File: config.mk
export PLATFORM = sky130hd
export DESIGN_NAME = smcs_sequencer
export DESIGN_NICKNAME = d
export VERILOG_FILES = /design/src/hw/smcs_pkg.sv /design/src/hw/smcs_pin_sync.sv /design/src/hw/smcs_sequencer.sv
export VERILOG_INCLUDE_DIRS = /design/src /design/src/hw
export SDC_FILE = /design/constraint.sdc
export NUM_CORES = 2
export LEC_CHECK = 0
export ABC_CLOCK_PERIOD_IN_PS = 4780
export BUFFER_PORTS_ARGS = -buffer_cell sky130_fd_sc_hd__buf_2
export CORE_UTILIZATION = 35
export DETAILED_ROUTE_END_ITERATION = 7
export GPL_TIMING_DRIVEN = 0
export SETUP_SLACK_MARGIN = 0.5
export SYNTH_ARGS = -nofsm -noshare
export SYNTH_HDL_FRONTEND = slang
export SYNTH_HIERARCHICAL = 1
export SYNTH_SLANG_ARGS = --single-unit
File: constraint.sdc
create_clock -name clock -period 4.78 [get_ports clock]
set_input_delay 0.956 -clock clock [delete_from_list [all_inputs] [get_ports clock]]
set_output_delay 0.956 -clock clock [all_outputs]
set_load 0.05 [all_outputs]
File: src/hw/smcs_defs.svh
// constants for the serial memory command sequencer: offsets, fields, resets, codes
`ifndef SMCS_DEFS_SVH
`define SMCS_DEFS_SVH

// register offsets (byte addresses)
`define SMCS_OFS_CTRL 8'h70
`define SMCS_OFS_STATUS 8'h74
`define SMCS_OFS_TXDATA 8'h78
`define SMCS_OFS_RXDATA 8'h7c
`define SMCS_OFS_OP1 8'h18
`define SMCS_OFS_ADDR1 8'h1c
`define SMCS_OFS_ALT1 8'h20
`define SMCS_OFS_LEN1 8'h24
`define SMCS_OFS_FMT1 8'h28
`define SMCS_OFS_OP2 8'h2c
`define SMCS_OFS_ADDR2 8'h30
`define SMCS_OFS_ALT2 8'h34
`define SMCS_OFS_LEN2 8'h38
`define SMCS_OFS_FMT2 8'h3c
`define SMCS_OFS_XOPS 8'h40
`define SMCS_OFS_XALT 8'h44
`define SMCS_OFS_XFMT 8'h48

// field positions
`define SMCS_OPCODE 7:0
`define SMCS_XIP_WOP 15:8
`define SMCS_XIP_ROP 7:0
`define SMCS_LEN 19:0
`define SMCS_FMT 21:0
`define SMCS_XFMT 20:0
`define SMCS_CTRL_SECOND_COMMAND_ENABLE 0
`define SMCS_CTRL_XIPE 1

// reset values
`define SMCS_WOP_RST 8'h02
`define SMCS_ROP_RST 8'h0b
`define SMCS_WORD_RST 32'h0
`define SMCS_LEN_RST 20'h0
`define SMCS_FMT_RST 22'h0

// lane mode codes
`define SMCS_MODE_OFF 3'h0
`define SMCS_MODE_SINGLE 3'h1
`define SMCS_MODE_DUAL 3'h2
`define SMCS_MODE_QUAD 3'h3
`define SMCS_MODE_QDDR 3'h7

// bits per byte, length code (bytes minus one) of one execute-in-place access
`define SMCS_BITS_BYTE 6'h08
`define SMCS_XIP_LEN 20'h3

`endif

File: src/hw/smcs_pkg.sv
// types shared by the serial memory command sequencer
package smcs_pkg;

    // phase format, laid out exactly like the format registers [21:0]
    typedef struct packed {
        logic direction;
        logic [2:0] data_lane_mode;
        logic [4:0] dummy_cycle_count;
        logic [1:0] alt_byte_size;
        logic [2:0] alt_byte_lane_mode;
        logic [1:0] address_size;
        logic [2:0] address_lane_mode;
        logic [2:0] instruction_lane_mode;
    } smcs_fmt_t;

    // memory-side pins driven by the block
    typedef struct packed {
        logic sclk;
        logic cs_n;
        logic [3:0] dq_out;
        logic [3:0] dq_oe;
    } smcs_pins_t;

    // execute-in-place request from the system bus bridge
    typedef struct packed {
        logic valid;
        logic write;
        logic [31:0] addr;
        logic [31:0] wdata;
    } smcs_xip_req_t;

    typedef enum logic [3:0] {
        ST_IDLE, ST_START, ST_INSTR, ST_ADDR, ST_ALT, ST_DUMMY, ST_DATA, ST_END, ST_GAP
    } smcs_state_t;

    typedef enum logic [1:0] {SEQ_FIRST, SEQ_SECOND, SEQ_XIP} smcs_seq_t;

endpackage : smcs_pkg

File: src/hw/smcs_pin_sync.sv
// three-stage synchronisers for the memory clock source and the data pins
`timescale 1ns/10ps
`default_nettype none
module smcs_pin_sync (
    input wire logic clock,
    input wire logic srst,
    input wire logic mclk_pin,
    input wire logic [3:0] dq_pin,
    output logic mclk_rise,
    output logic mclk_fall,
    output logic mclk_level,
    output logic [3:0] dq_level
);
    logic [4:0] s1;
    logic [4:0] s2;
    logic [4:0] s3;
    logic [4:0] stable;

    // s1 feeds only s2; a change counts once s2 and s3 agree
    always_ff @(posedge clock) begin
        if (srst) begin
            s1 <= 5'h0;
            s2 <= 5'h0;
            s3 <= 5'h0;
        end else begin
            s1 <= {mclk_pin, dq_pin};
            s2 <= s1;
            s3 <= s2;
        end
    end

    // filtered levels, per bit
    always_ff @(posedge clock) begin
        if (srst) begin
            stable <= 5'h0;
        end else begin
            for (int i = 0; i < 5; i++) begin
                if (s2[i] == s3[i]) begin
                    stable[i] <= s3[i];
                end
            end
        end
    end

    // edges of the filtered memory clock, one cycle each
    always_comb begin
        mclk_rise = (s2[4] == s3[4]) && s3[4] && !stable[4];
        mclk_fall = (s2[4] == s3[4]) && !s3[4] && stable[4];
        mclk_level = stable[4];
        dq_level = stable[3:0];
    end

endmodule : smcs_pin_sync
`default_nettype wire

File: src/hw/smcs_sequencer.sv
// serial memory command sequencer: registers, chained commands, execute-in-place
`timescale 1ns/10ps
`default_nettype none
`include "smcs_defs.svh"
module smcs_sequencer
    import smcs_pkg::*;
(
    input wire logic clock,
    input wire logic srst,
    input wire logic [7:0] reg_addr,
    input wire logic [31:0] reg_wdata,
    input wire logic reg_write,
    input wire logic reg_read,
    output logic [31:0] reg_rdata,
    input wire smcs_xip_req_t xip_req,
    output logic xip_done,
    output logic [31:0] xip_rdata,
    input wire logic mclk_pin,
    input wire logic [3:0] dq_in,
    output smcs_pins_t pins
);
    // software-visible storage
    logic second_command_enable;
    logic xip_enable;
    logic [31:0] tx_data;
    logic [7:0] op1;
    logic [31:0] addr1;
    logic [31:0] alt1;
    logic [19:0] len1;
    smcs_fmt_t first_command_format;
    logic [7:0] second_command_opcode;
    logic [31:0] second_command_address;
    logic [31:0] second_command_alt_bytes;
    logic [19:0] second_command_length;
    smcs_fmt_t second_command_format;
    logic [7:0] xip_write_opcode;
    logic [7:0] xip_read_opcode;
    logic [31:0] xip_read_alt_bytes;
    logic [20:0] xip_read_format;

    // engine state
    smcs_state_t state;
    smcs_seq_t seq;
    smcs_fmt_t fmt;
    logic [7:0] op;
    logic [31:0] addr;
    logic [31:0] alt;
    logic [31:0] tx_word;
    logic [31:0] rx_word;
    logic [31:0] shreg;
    logic [5:0] bits_left;
    logic [20:0] bytes_left;
    logic [1:0] byte_idx;
    logic [7:0] done_count;

    logic mclk_rise;
    logic mclk_fall;
    logic mclk_level;
    logic [3:0] dq_level;

    smcs_pin_sync u_sync (
        .clock(clock),
        .srst(srst),
        .mclk_pin(mclk_pin),
        .dq_pin(dq_in),
        .mclk_rise(mclk_rise),
        .mclk_fall(mclk_fall),
        .mclk_level(mclk_level),
        .dq_level(dq_level)
    );

    // lanes per step for a mode code; reserved codes fall back to one lane
    function automatic logic [5:0] lanes(input logic [2:0] mode);
        case (mode)
            `SMCS_MODE_DUAL: lanes = 6'h2;
            `SMCS_MODE_QUAD, `SMCS_MODE_QDDR: lanes = 6'h4;
            default: lanes = 6'h1;
        endcase
    endfunction : lanes

    // lane mode that governs a phase
    function automatic logic [2:0] phase_mode(input smcs_state_t st, input smcs_fmt_t f);
        case (st)
            ST_INSTR: phase_mode = f.instruction_lane_mode;
            ST_ADDR: phase_mode = f.address_lane_mode;
            ST_ALT: phase_mode = f.alt_byte_lane_mode;
            ST_DATA: phase_mode = f.data_lane_mode;
            default: phase_mode = `SMCS_MODE_SINGLE;
        endcase
    endfunction : phase_mode

    // phase after st, skipping any with a zero mode or count
    function automatic smcs_state_t after(input smcs_state_t st, input smcs_fmt_t f);
        logic early;
        early = (st == ST_START) || (st == ST_INSTR);
        if (st == ST_START && f.instruction_lane_mode != `SMCS_MODE_OFF) begin
            after = ST_INSTR;
        end else if (early && f.address_lane_mode != `SMCS_MODE_OFF) begin
            after = ST_ADDR;
        end else if ((early || st == ST_ADDR) && f.alt_byte_lane_mode != `SMCS_MODE_OFF) begin
            after = ST_ALT;
        end else if (st != ST_DUMMY && st != ST_DATA && f.dummy_cycle_count != 5'h0) begin
            after = ST_DUMMY;
        end else if (st != ST_DATA && f.data_lane_mode != `SMCS_MODE_OFF) begin
            after = ST_DATA;
        end else begin
            after = ST_END;
        end
    endfunction : after

    // size code n carries n+1 bytes, sent most significant first
    function automatic logic [31:0] align(input logic [31:0] value, input logic [1:0] size);
        align = value << {2'h3 - size, 3'b000};
    endfunction : align

    function automatic logic [5:0] size_bits(input logic [1:0] size);
        size_bits = {({1'b0, size} + 3'h1), 3'b000};
    endfunction : size_bits

    // current step: lane width, whether this clock edge advances the phase
    logic [2:0] mode;
    logic [5:0] w;
    logic tick;
    logic reading;
    logic [3:0] lane_in;
    logic [31:0] next_sh;
    smcs_state_t next_state;
    logic [31:0] ent_sh;
    logic [5:0] ent_bits;
    logic last_step;

    always_comb begin
        mode = phase_mode(state, fmt);
        w = lanes(mode);
        // drive on the falling memory clock so the device samples on the rising one; QDDR phases other than dummy step on both edges
        tick = (mode == `SMCS_MODE_QDDR && state != ST_DUMMY) ? (mclk_rise || mclk_fall)
                                                               : mclk_fall;
        reading = (state == ST_DATA) && !fmt.direction;
        case (w)
            6'h1: lane_in = {3'h0, dq_level[1]};
            6'h2: lane_in = {2'h0, dq_level[1:0]};
            default: lane_in = dq_level;
        endcase
        if (!reading) begin
            lane_in = 4'h0;
        end
        next_sh = (shreg << w) | {28'h0, lane_in};
        last_step = (state == ST_DUMMY) ? (bits_left == 6'h1) : (bits_left == w);
        next_state = after(state, fmt);
        ent_sh = 32'h0;
        ent_bits = `SMCS_BITS_BYTE;
        case (next_state)
            ST_INSTR: ent_sh = {op, 24'h0};
            ST_ADDR: begin
                ent_sh = align(addr, fmt.address_size);
                ent_bits = size_bits(fmt.address_size);
            end
            ST_ALT: begin
                ent_sh = align(alt, fmt.alt_byte_size);
                ent_bits = size_bits(fmt.alt_byte_size);
            end
            ST_DUMMY: ent_bits = {1'b0, fmt.dummy_cycle_count};
            ST_DATA: ent_sh = {tx_word[7:0], 24'h0};
            default: ent_sh = 32'h0;
        endcase
    end

    logic wr_op1;
    assign wr_op1 = reg_write && reg_addr == `SMCS_OFS_OP1;

    // register writes
    always_ff @(posedge clock) begin
        if (srst) begin
            second_command_enable <= 1'b0;
            xip_enable <= 1'b0;
            tx_data <= `SMCS_WORD_RST;
            op1 <= 8'h0;
            addr1 <= `SMCS_WORD_RST;
            alt1 <= `SMCS_WORD_RST;
            len1 <= `SMCS_LEN_RST;
            first_command_format <= `SMCS_FMT_RST;
            second_command_opcode <= 8'h0;
            second_command_address <= `SMCS_WORD_RST;
            second_command_alt_bytes <= `SMCS_WORD_RST;
            second_command_length <= `SMCS_LEN_RST;
            second_command_format <= `SMCS_FMT_RST;
            xip_write_opcode <= `SMCS_WOP_RST;
            xip_read_opcode <= `SMCS_ROP_RST;
            xip_read_alt_bytes <= `SMCS_WORD_RST;
            xip_read_format <= 21'h0;
        end else if (reg_write) begin
            case (reg_addr)
                `SMCS_OFS_CTRL: begin
                    second_command_enable <= reg_wdata[`SMCS_CTRL_SECOND_COMMAND_ENABLE];
                    xip_enable <= reg_wdata[`SMCS_CTRL_XIPE];
                end
                `SMCS_OFS_TXDATA: tx_data <= reg_wdata;
                `SMCS_OFS_OP1: op1 <= reg_wdata[`SMCS_OPCODE];
                `SMCS_OFS_ADDR1: addr1 <= reg_wdata;
                `SMCS_OFS_ALT1: alt1 <= reg_wdata;
                `SMCS_OFS_LEN1: len1 <= reg_wdata[`SMCS_LEN];
                `SMCS_OFS_FMT1: first_command_format <= reg_wdata[`SMCS_FMT];
                `SMCS_OFS_OP2: second_command_opcode <= reg_wdata[`SMCS_OPCODE];
                `SMCS_OFS_ADDR2: second_command_address <= reg_wdata;
                `SMCS_OFS_ALT2: second_command_alt_bytes <= reg_wdata;
                `SMCS_OFS_LEN2: second_command_length <= reg_wdata[`SMCS_LEN];
                `SMCS_OFS_FMT2: second_command_format <= reg_wdata[`SMCS_FMT];
                `SMCS_OFS_XOPS: begin
                    xip_write_opcode <= reg_wdata[`SMCS_XIP_WOP];
                    xip_read_opcode <= reg_wdata[`SMCS_XIP_ROP];
                end
                `SMCS_OFS_XALT: xip_read_alt_bytes <= reg_wdata;
                `SMCS_OFS_XFMT: xip_read_format <= reg_wdata[`SMCS_XFMT];
                default: ;
            endcase
        end
    end

    // read data stands one cycle after the strobe; unmapped offsets read zero
    always_ff @(posedge clock) begin
        if (srst) begin
            reg_rdata <= 32'h0;
        end else if (reg_read) begin
            case (reg_addr)
                `SMCS_OFS_CTRL: reg_rdata <= {30'h0, xip_enable, second_command_enable};
                `SMCS_OFS_STATUS: reg_rdata <= {16'h0, done_count, 5'h0, seq,
                                                state != ST_IDLE};
                `SMCS_OFS_TXDATA: reg_rdata <= tx_data;
                `SMCS_OFS_RXDATA: reg_rdata <= rx_word;
                `SMCS_OFS_OP1: reg_rdata <= {24'h0, op1};
                `SMCS_OFS_ADDR1: reg_rdata <= addr1;
                `SMCS_OFS_ALT1: reg_rdata <= alt1;
                `SMCS_OFS_LEN1: reg_rdata <= {12'h0, len1};
                `SMCS_OFS_FMT1: reg_rdata <= {10'h0, first_command_format};
                `SMCS_OFS_OP2: reg_rdata <= {24'h0, second_command_opcode};
                `SMCS_OFS_ADDR2: reg_rdata <= second_command_address;
                `SMCS_OFS_ALT2: reg_rdata <= second_command_alt_bytes;
                `SMCS_OFS_LEN2: reg_rdata <= {12'h0, second_command_length};
                `SMCS_OFS_FMT2: reg_rdata <= {10'h0, second_command_format};
                `SMCS_OFS_XOPS: reg_rdata <= {16'h0, xip_write_opcode, xip_read_opcode};
                `SMCS_OFS_XALT: reg_rdata <= xip_read_alt_bytes;
                `SMCS_OFS_XFMT: reg_rdata <= {11'h0, xip_read_format};
                default: reg_rdata <= 32'h0;
            endcase
        end
    end

    // sequence engine; the command is snapshotted at launch so that register
    // writes during a transfer only affect the next one
    always_ff @(posedge clock) begin
        if (srst) begin
            state <= ST_IDLE;
            seq <= SEQ_FIRST;
            fmt <= `SMCS_FMT_RST;
            op <= 8'h0;
            addr <= 32'h0;
            alt <= 32'h0;
            tx_word <= 32'h0;
            rx_word <= 32'h0;
            shreg <= 32'h0;
            bits_left <= 6'h0;
            bytes_left <= 21'h0;
            byte_idx <= 2'h0;
            done_count <= 8'h0;
            xip_done <= 1'b0;
            pins <= '{sclk: 1'b0, cs_n: 1'b1, dq_out: 4'h0, dq_oe: 4'h0};
        end else begin
            xip_done <= 1'b0;
            // the end step keeps the clock up to its own step so the frame's last bit
            // still gets a rising edge; it drops together with chip select
            pins.sclk <= (state > ST_START && (state < ST_END || (state == ST_END && !tick)))
                         ? mclk_level : 1'b0;
            case (state)
                ST_IDLE: begin
                    if (wr_op1) begin
                        state <= ST_START;
                        seq <= SEQ_FIRST;
                        fmt <= first_command_format;
                        op <= reg_wdata[`SMCS_OPCODE];
                        addr <= addr1;
                        alt <= alt1;
                        tx_word <= tx_data;
                        bytes_left <= {1'b0, len1} + 21'h1;
                        pins.cs_n <= 1'b0;
                    end else if (xip_enable && xip_req.valid && !xip_done) begin
                        // a request still standing while done shows is the one just served
                        state <= ST_START;
                        seq <= SEQ_XIP;
                        // writes reuse the read phase format with the direction forced
                        fmt <= {xip_req.write, xip_read_format};
                        op <= xip_req.write ? xip_write_opcode : xip_read_opcode;
                        addr <= xip_req.addr;
                        alt <= xip_read_alt_bytes;
                        tx_word <= xip_req.wdata;
                        bytes_left <= {1'b0, `SMCS_XIP_LEN} + 21'h1;
                        pins.cs_n <= 1'b0;
                    end
                end
                ST_START: begin
                    if (tick) begin
                        state <= next_state;
                        shreg <= ent_sh;
                        bits_left <= ent_bits;
                        byte_idx <= 2'h0;
                    end
                end
                ST_INSTR, ST_ADDR, ST_ALT, ST_DATA: begin
                    if (tick) begin
                        pins.dq_out <= (w == 6'h1) ? {3'h0, shreg[31]} :
                                       (w == 6'h2) ? {2'h0, shreg[31:30]} : shreg[31:28];
                        pins.dq_oe <= reading ? 4'h0 : (w == 6'h1) ? 4'h1 :
                                      (w == 6'h2) ? 4'h3 : 4'hf;
                        shreg <= next_sh;
                        bits_left <= bits_left - w;
                        if (last_step && state == ST_DATA) begin
                            if (reading) begin
                                rx_word[{byte_idx, 3'b000} +: 8] <= next_sh[7:0];
                            end
                            byte_idx <= byte_idx + 2'h1;
                            bytes_left <= bytes_left - 21'h1;
                        end
                        if (last_step && state == ST_DATA && bytes_left != 21'h1) begin
                            // next byte of the data word, lowest byte first
                            shreg <= {tx_word[{byte_idx + 2'h1, 3'b000} +: 8], 24'h0};
                            bits_left <= `SMCS_BITS_BYTE;
                        end else if (last_step) begin
                            state <= next_state;
                            shreg <= ent_sh;
                            bits_left <= ent_bits;
                        end
                    end
                end
                ST_DUMMY: begin
                    if (tick) begin
                        // release only at a step, after the previous bit had its rising clock
                        pins.dq_oe <= 4'h0;
                        bits_left <= bits_left - 6'h1;
                        if (last_step) begin
                            state <= next_state;
                            shreg <= ent_sh;
                            bits_left <= ent_bits;
                        end
                    end
                end
                ST_END: begin
                    if (tick) begin
                        pins.cs_n <= 1'b1;
                        pins.dq_oe <= 4'h0;
                        done_count <= done_count + 8'h1;
                        xip_done <= seq == SEQ_XIP;
                        // the second sequence only ever follows a first one
                        state <= (seq == SEQ_FIRST && second_command_enable) ? ST_GAP
                                                                            : ST_IDLE;
                    end
                end
                ST_GAP: begin
                    if (tick) begin
                        state <= ST_START;
                        seq <= SEQ_SECOND;
                        fmt <= second_command_format;
                        op <= second_command_opcode;
                        addr <= second_command_address;
                        alt <= second_command_alt_bytes;
                        tx_word <= tx_data;
                        bytes_left <= {1'b0, second_command_length} + 21'h1;
                        pins.cs_n <= 1'b0;
                    end
                end
                default: state <= ST_IDLE;
            endcase
        end
    end

    assign xip_rdata = rx_word;

endmodule : smcs_sequencer
`default_nettype wire

==> impl_results.md <==
* Post-DR vias/cell at 6.28
* Die area at 88300 µm²
* Total grt overflow at 0
* CP endpoint kind: register
* Largest net degree at the start of global routing at 15
* Final instance area at 35800 µm²
* # rows at 107
* WL/cell at approximately 33 µm
* Critical path class: primary input to register
* Root Buffer: clkbuf_16
* Via count at ~34000
* Initial antenna violation count at 9
* Non-filler cells, final at 5474
* Final hold slack at ~440 ps
* Run status: finished, violations left
* Number of flops mapped to enable cells by yosys at 0
* CTS tree: done
* GRT Total Usage at 0.393
* First-pass GRT wire length at 245 mm
* Area of the mapped netlist at 30500 µm²
* Syn avg cell area at 7.63 µm²
* Pwr Total at 12.3 mW
* Hpwl dp at 142 mm
* Critical Path Fanout Max at 10
* Number of synthesized register bits at between 600 and 700
* Post-layout min period at 4400 ps
* H-tree levels at 3
* Most used DFF post-synth: dfxtp_1
* Cts bufs inserted at 75
* Critical path arrival at 4860 ps
* Placed inst area at between 30000 and 40000 µm²
* Sequential area share after synthesis at 0.411
* Worst Hold Class: register to register
* Area contributors post-synth: dfxtp_1, nand2_1, a21oi_1
* Share of cells above drive strength 1 at 0.110
* RePlAce Congestion at 1.08
* Vias in the first global route at 30900
* Antenna Nets Post-Route at 0
* Initial DRC Count at 5576
* Slew headroom at 0.00171
* Die Ht at between 200 and 300 µm
* # port buffers at 185
* Final worst path period share at 0.920
* Leakage at around 12 nW
* Top cell type's share of synthesized area at 0.411
* Slew Limit Fails at 0
* Layout area overhead at 17.2%
* First-pass DRT Iterations at 8
* Syn. warnings at 6
* Max clock buf depth at 3
* Peak Freq at 227 MHz
* Placed insts at 5328
* Failing checks: design-rule violations, max-capacitance violations
* Setup TNS at 0 ps
* Fraction of registers with async set/reset at 0
* Most instantiated library cell after synthesis: nand2_1
* Syn nets at 4129
* Max-cap violations at 2
* Post-synth top cells: nand2_1, dfxtp_1, a21oi_1
* Power density cells at 344 nW/µm²
* Initial Util at 0.356
* Fillers at 9055
* I/O pin count at 190
* Max IR drop VDD at 278 µV
* Die W at 297 µm
* Largest area contributor in the netlist: dfxtp_1
* Post-Syn Instances at 3996
* Clock sinks at 626
* Cell variety after synth at 94
* WP data required at 5240 ps
* Layout Skew at about 32 ps
* Final setup fails at 0
* Routed WL at approximately 180 mm
* Drt drc at 2
* Worst skew pair latency at 650 ps
* Worst-Margin Slew at 1500 ps
* Core ar. at 85700 µm²
* RSZ-0062 raised after global routing: false
* Clk pin slew, worst setup/hold paths at 60 ps
* Fin. Hold Viols at 0
* Startpoint types: primary input
* Layout Nets at 4401
==> per-stage QoR <==
step                      worst slack, ps   util
after floorplan                      1300      -
after global placement               -511  0.383
after detailed placement             -235  0.384
after CTS                             509  0.417
after global routing                  509  0.417
final                                 381  0.417
==> logic make-up (layout without fill, tap and decap cells) <==
family	count (synthesis)	in the layout	share of synthesized area
xor gates and xnor gates	52	52	0.0149
buffers and inverters	380	713	0.0498
other	0	1	0
DFF	626	626	0.411
and+or+nand+nor	1644	1644	0.231
muxes	78	78	0.0302
AOI/OAI and AO/OA	1198	1198	0.255
adders and majority gates	18	18	0.00763
==> layout make-up <==
class | instances | area, µm² | area share
plain buffers | 357 | 1450 | 0.0406
clock inverters | 31 | 442 | 0.0124
diodes | 1 | 2.50 | 0.0000700
clock buffers | 107 | 2250 | 0.0630
well taps | 1144 | 1430 | 0.0400
multi-input cells | 2990 | 16600 | 0.463
flip-flops and latches | 626 | 12500 | 0.351
repair buffers | 195 | 1000 | 0.0280
inverters | 23 | 87.6 | 0.00245
==> cells in the final DEF (no fill, tap or decap), types with 35 or more instances in the layout <==
cell and n:
buf_2 229, mux2i_1 41, o21ai_0 120, nand3_1 171, nor2_1 162, a22oi_1 157, nor3_1 35, nand2_1 1096
clkbuf_1 291, o2bb2ai_1 35, a222oi_1 35, o211ai_1 93, a21oi_1 508, dfxtp_1 625, clkbuf_16 78, a311oi_1 35
==> layer usage <==
layer,part of all wire,vias up,wire [µm],GRT usage
met1,0.40,16600,71300,0.514
met2,0.41,2403,74200,0.573
met3,0.12,550,21100,0.101
li1,-,14800,-,-
met4,0.075,10,13600,0.246
met5,0.00034,-,61,0
==> report_power, final <==
| group | switching [mW] | internal, mW |
|---|---|---|
| sequential | 0.0162 | 5.23 |
| clock | 2.55 | 3.79 |
| combinational | 0.535 | 0.174 |
| total | 3.10 | 9.20 |
==> worst max-delay path, cell delays in order <==
cell      delay, ps
buf_2           140
nor4b_1         440
clkbuf_1        380
and2_1          190
buf_2           310
nand2_1         330
clkbuf_1        580
clkbuf_1        580
nand2_1         200
nand3_1         110
o211ai_1        460
a21oi_1         150
==> registers in the layout, indices dropped and copies added, names as in the netlist, 22 cells and up <==
| name | flops |
|---|---|
| addr | 32 |
| addr1 | 32 |
| alt | 32 |
| alt1 | 32 |
| first_command_format | 22 |
| fmt | 22 |
| reg_rdata | 32 |
| second_command_address | 32 |
| second_command_alt_bytes | 32 |
| second_command_format | 22 |
| shreg | 32 |
| tx_data | 32 |
| tx_word | 32 |
| xip_rdata | 32 |
| xip_read_alt_bytes | 32 |
==> final timing paths <==
| path | from | to | slack [ps] | depth (start not counted) |
|---|---|---|---|---|
| setup / recovery | reg_addr[1] | fmt[6] | 380 | 12 |
| setup reg to reg | state[0] | fmt[11] | 500 | 9 |
| hold reg to reg | u_sync/s1[2] | u_sync/s2[2] | 440 | 1 |
| hold / removal | u_sync/s1[2] | u_sync/s2[2] | 440 | 1 |
==> repair_timing <==
item | in CTS | in global routing
pin swaps | 4 | 1
setup endpoints to repair | 95 | 70
buffers inserted | 6 | 1
gates resized for setup | 21 | 4
hold buffers | 0 | 0
Note: power is estimated with default switching activity, not from simulation.
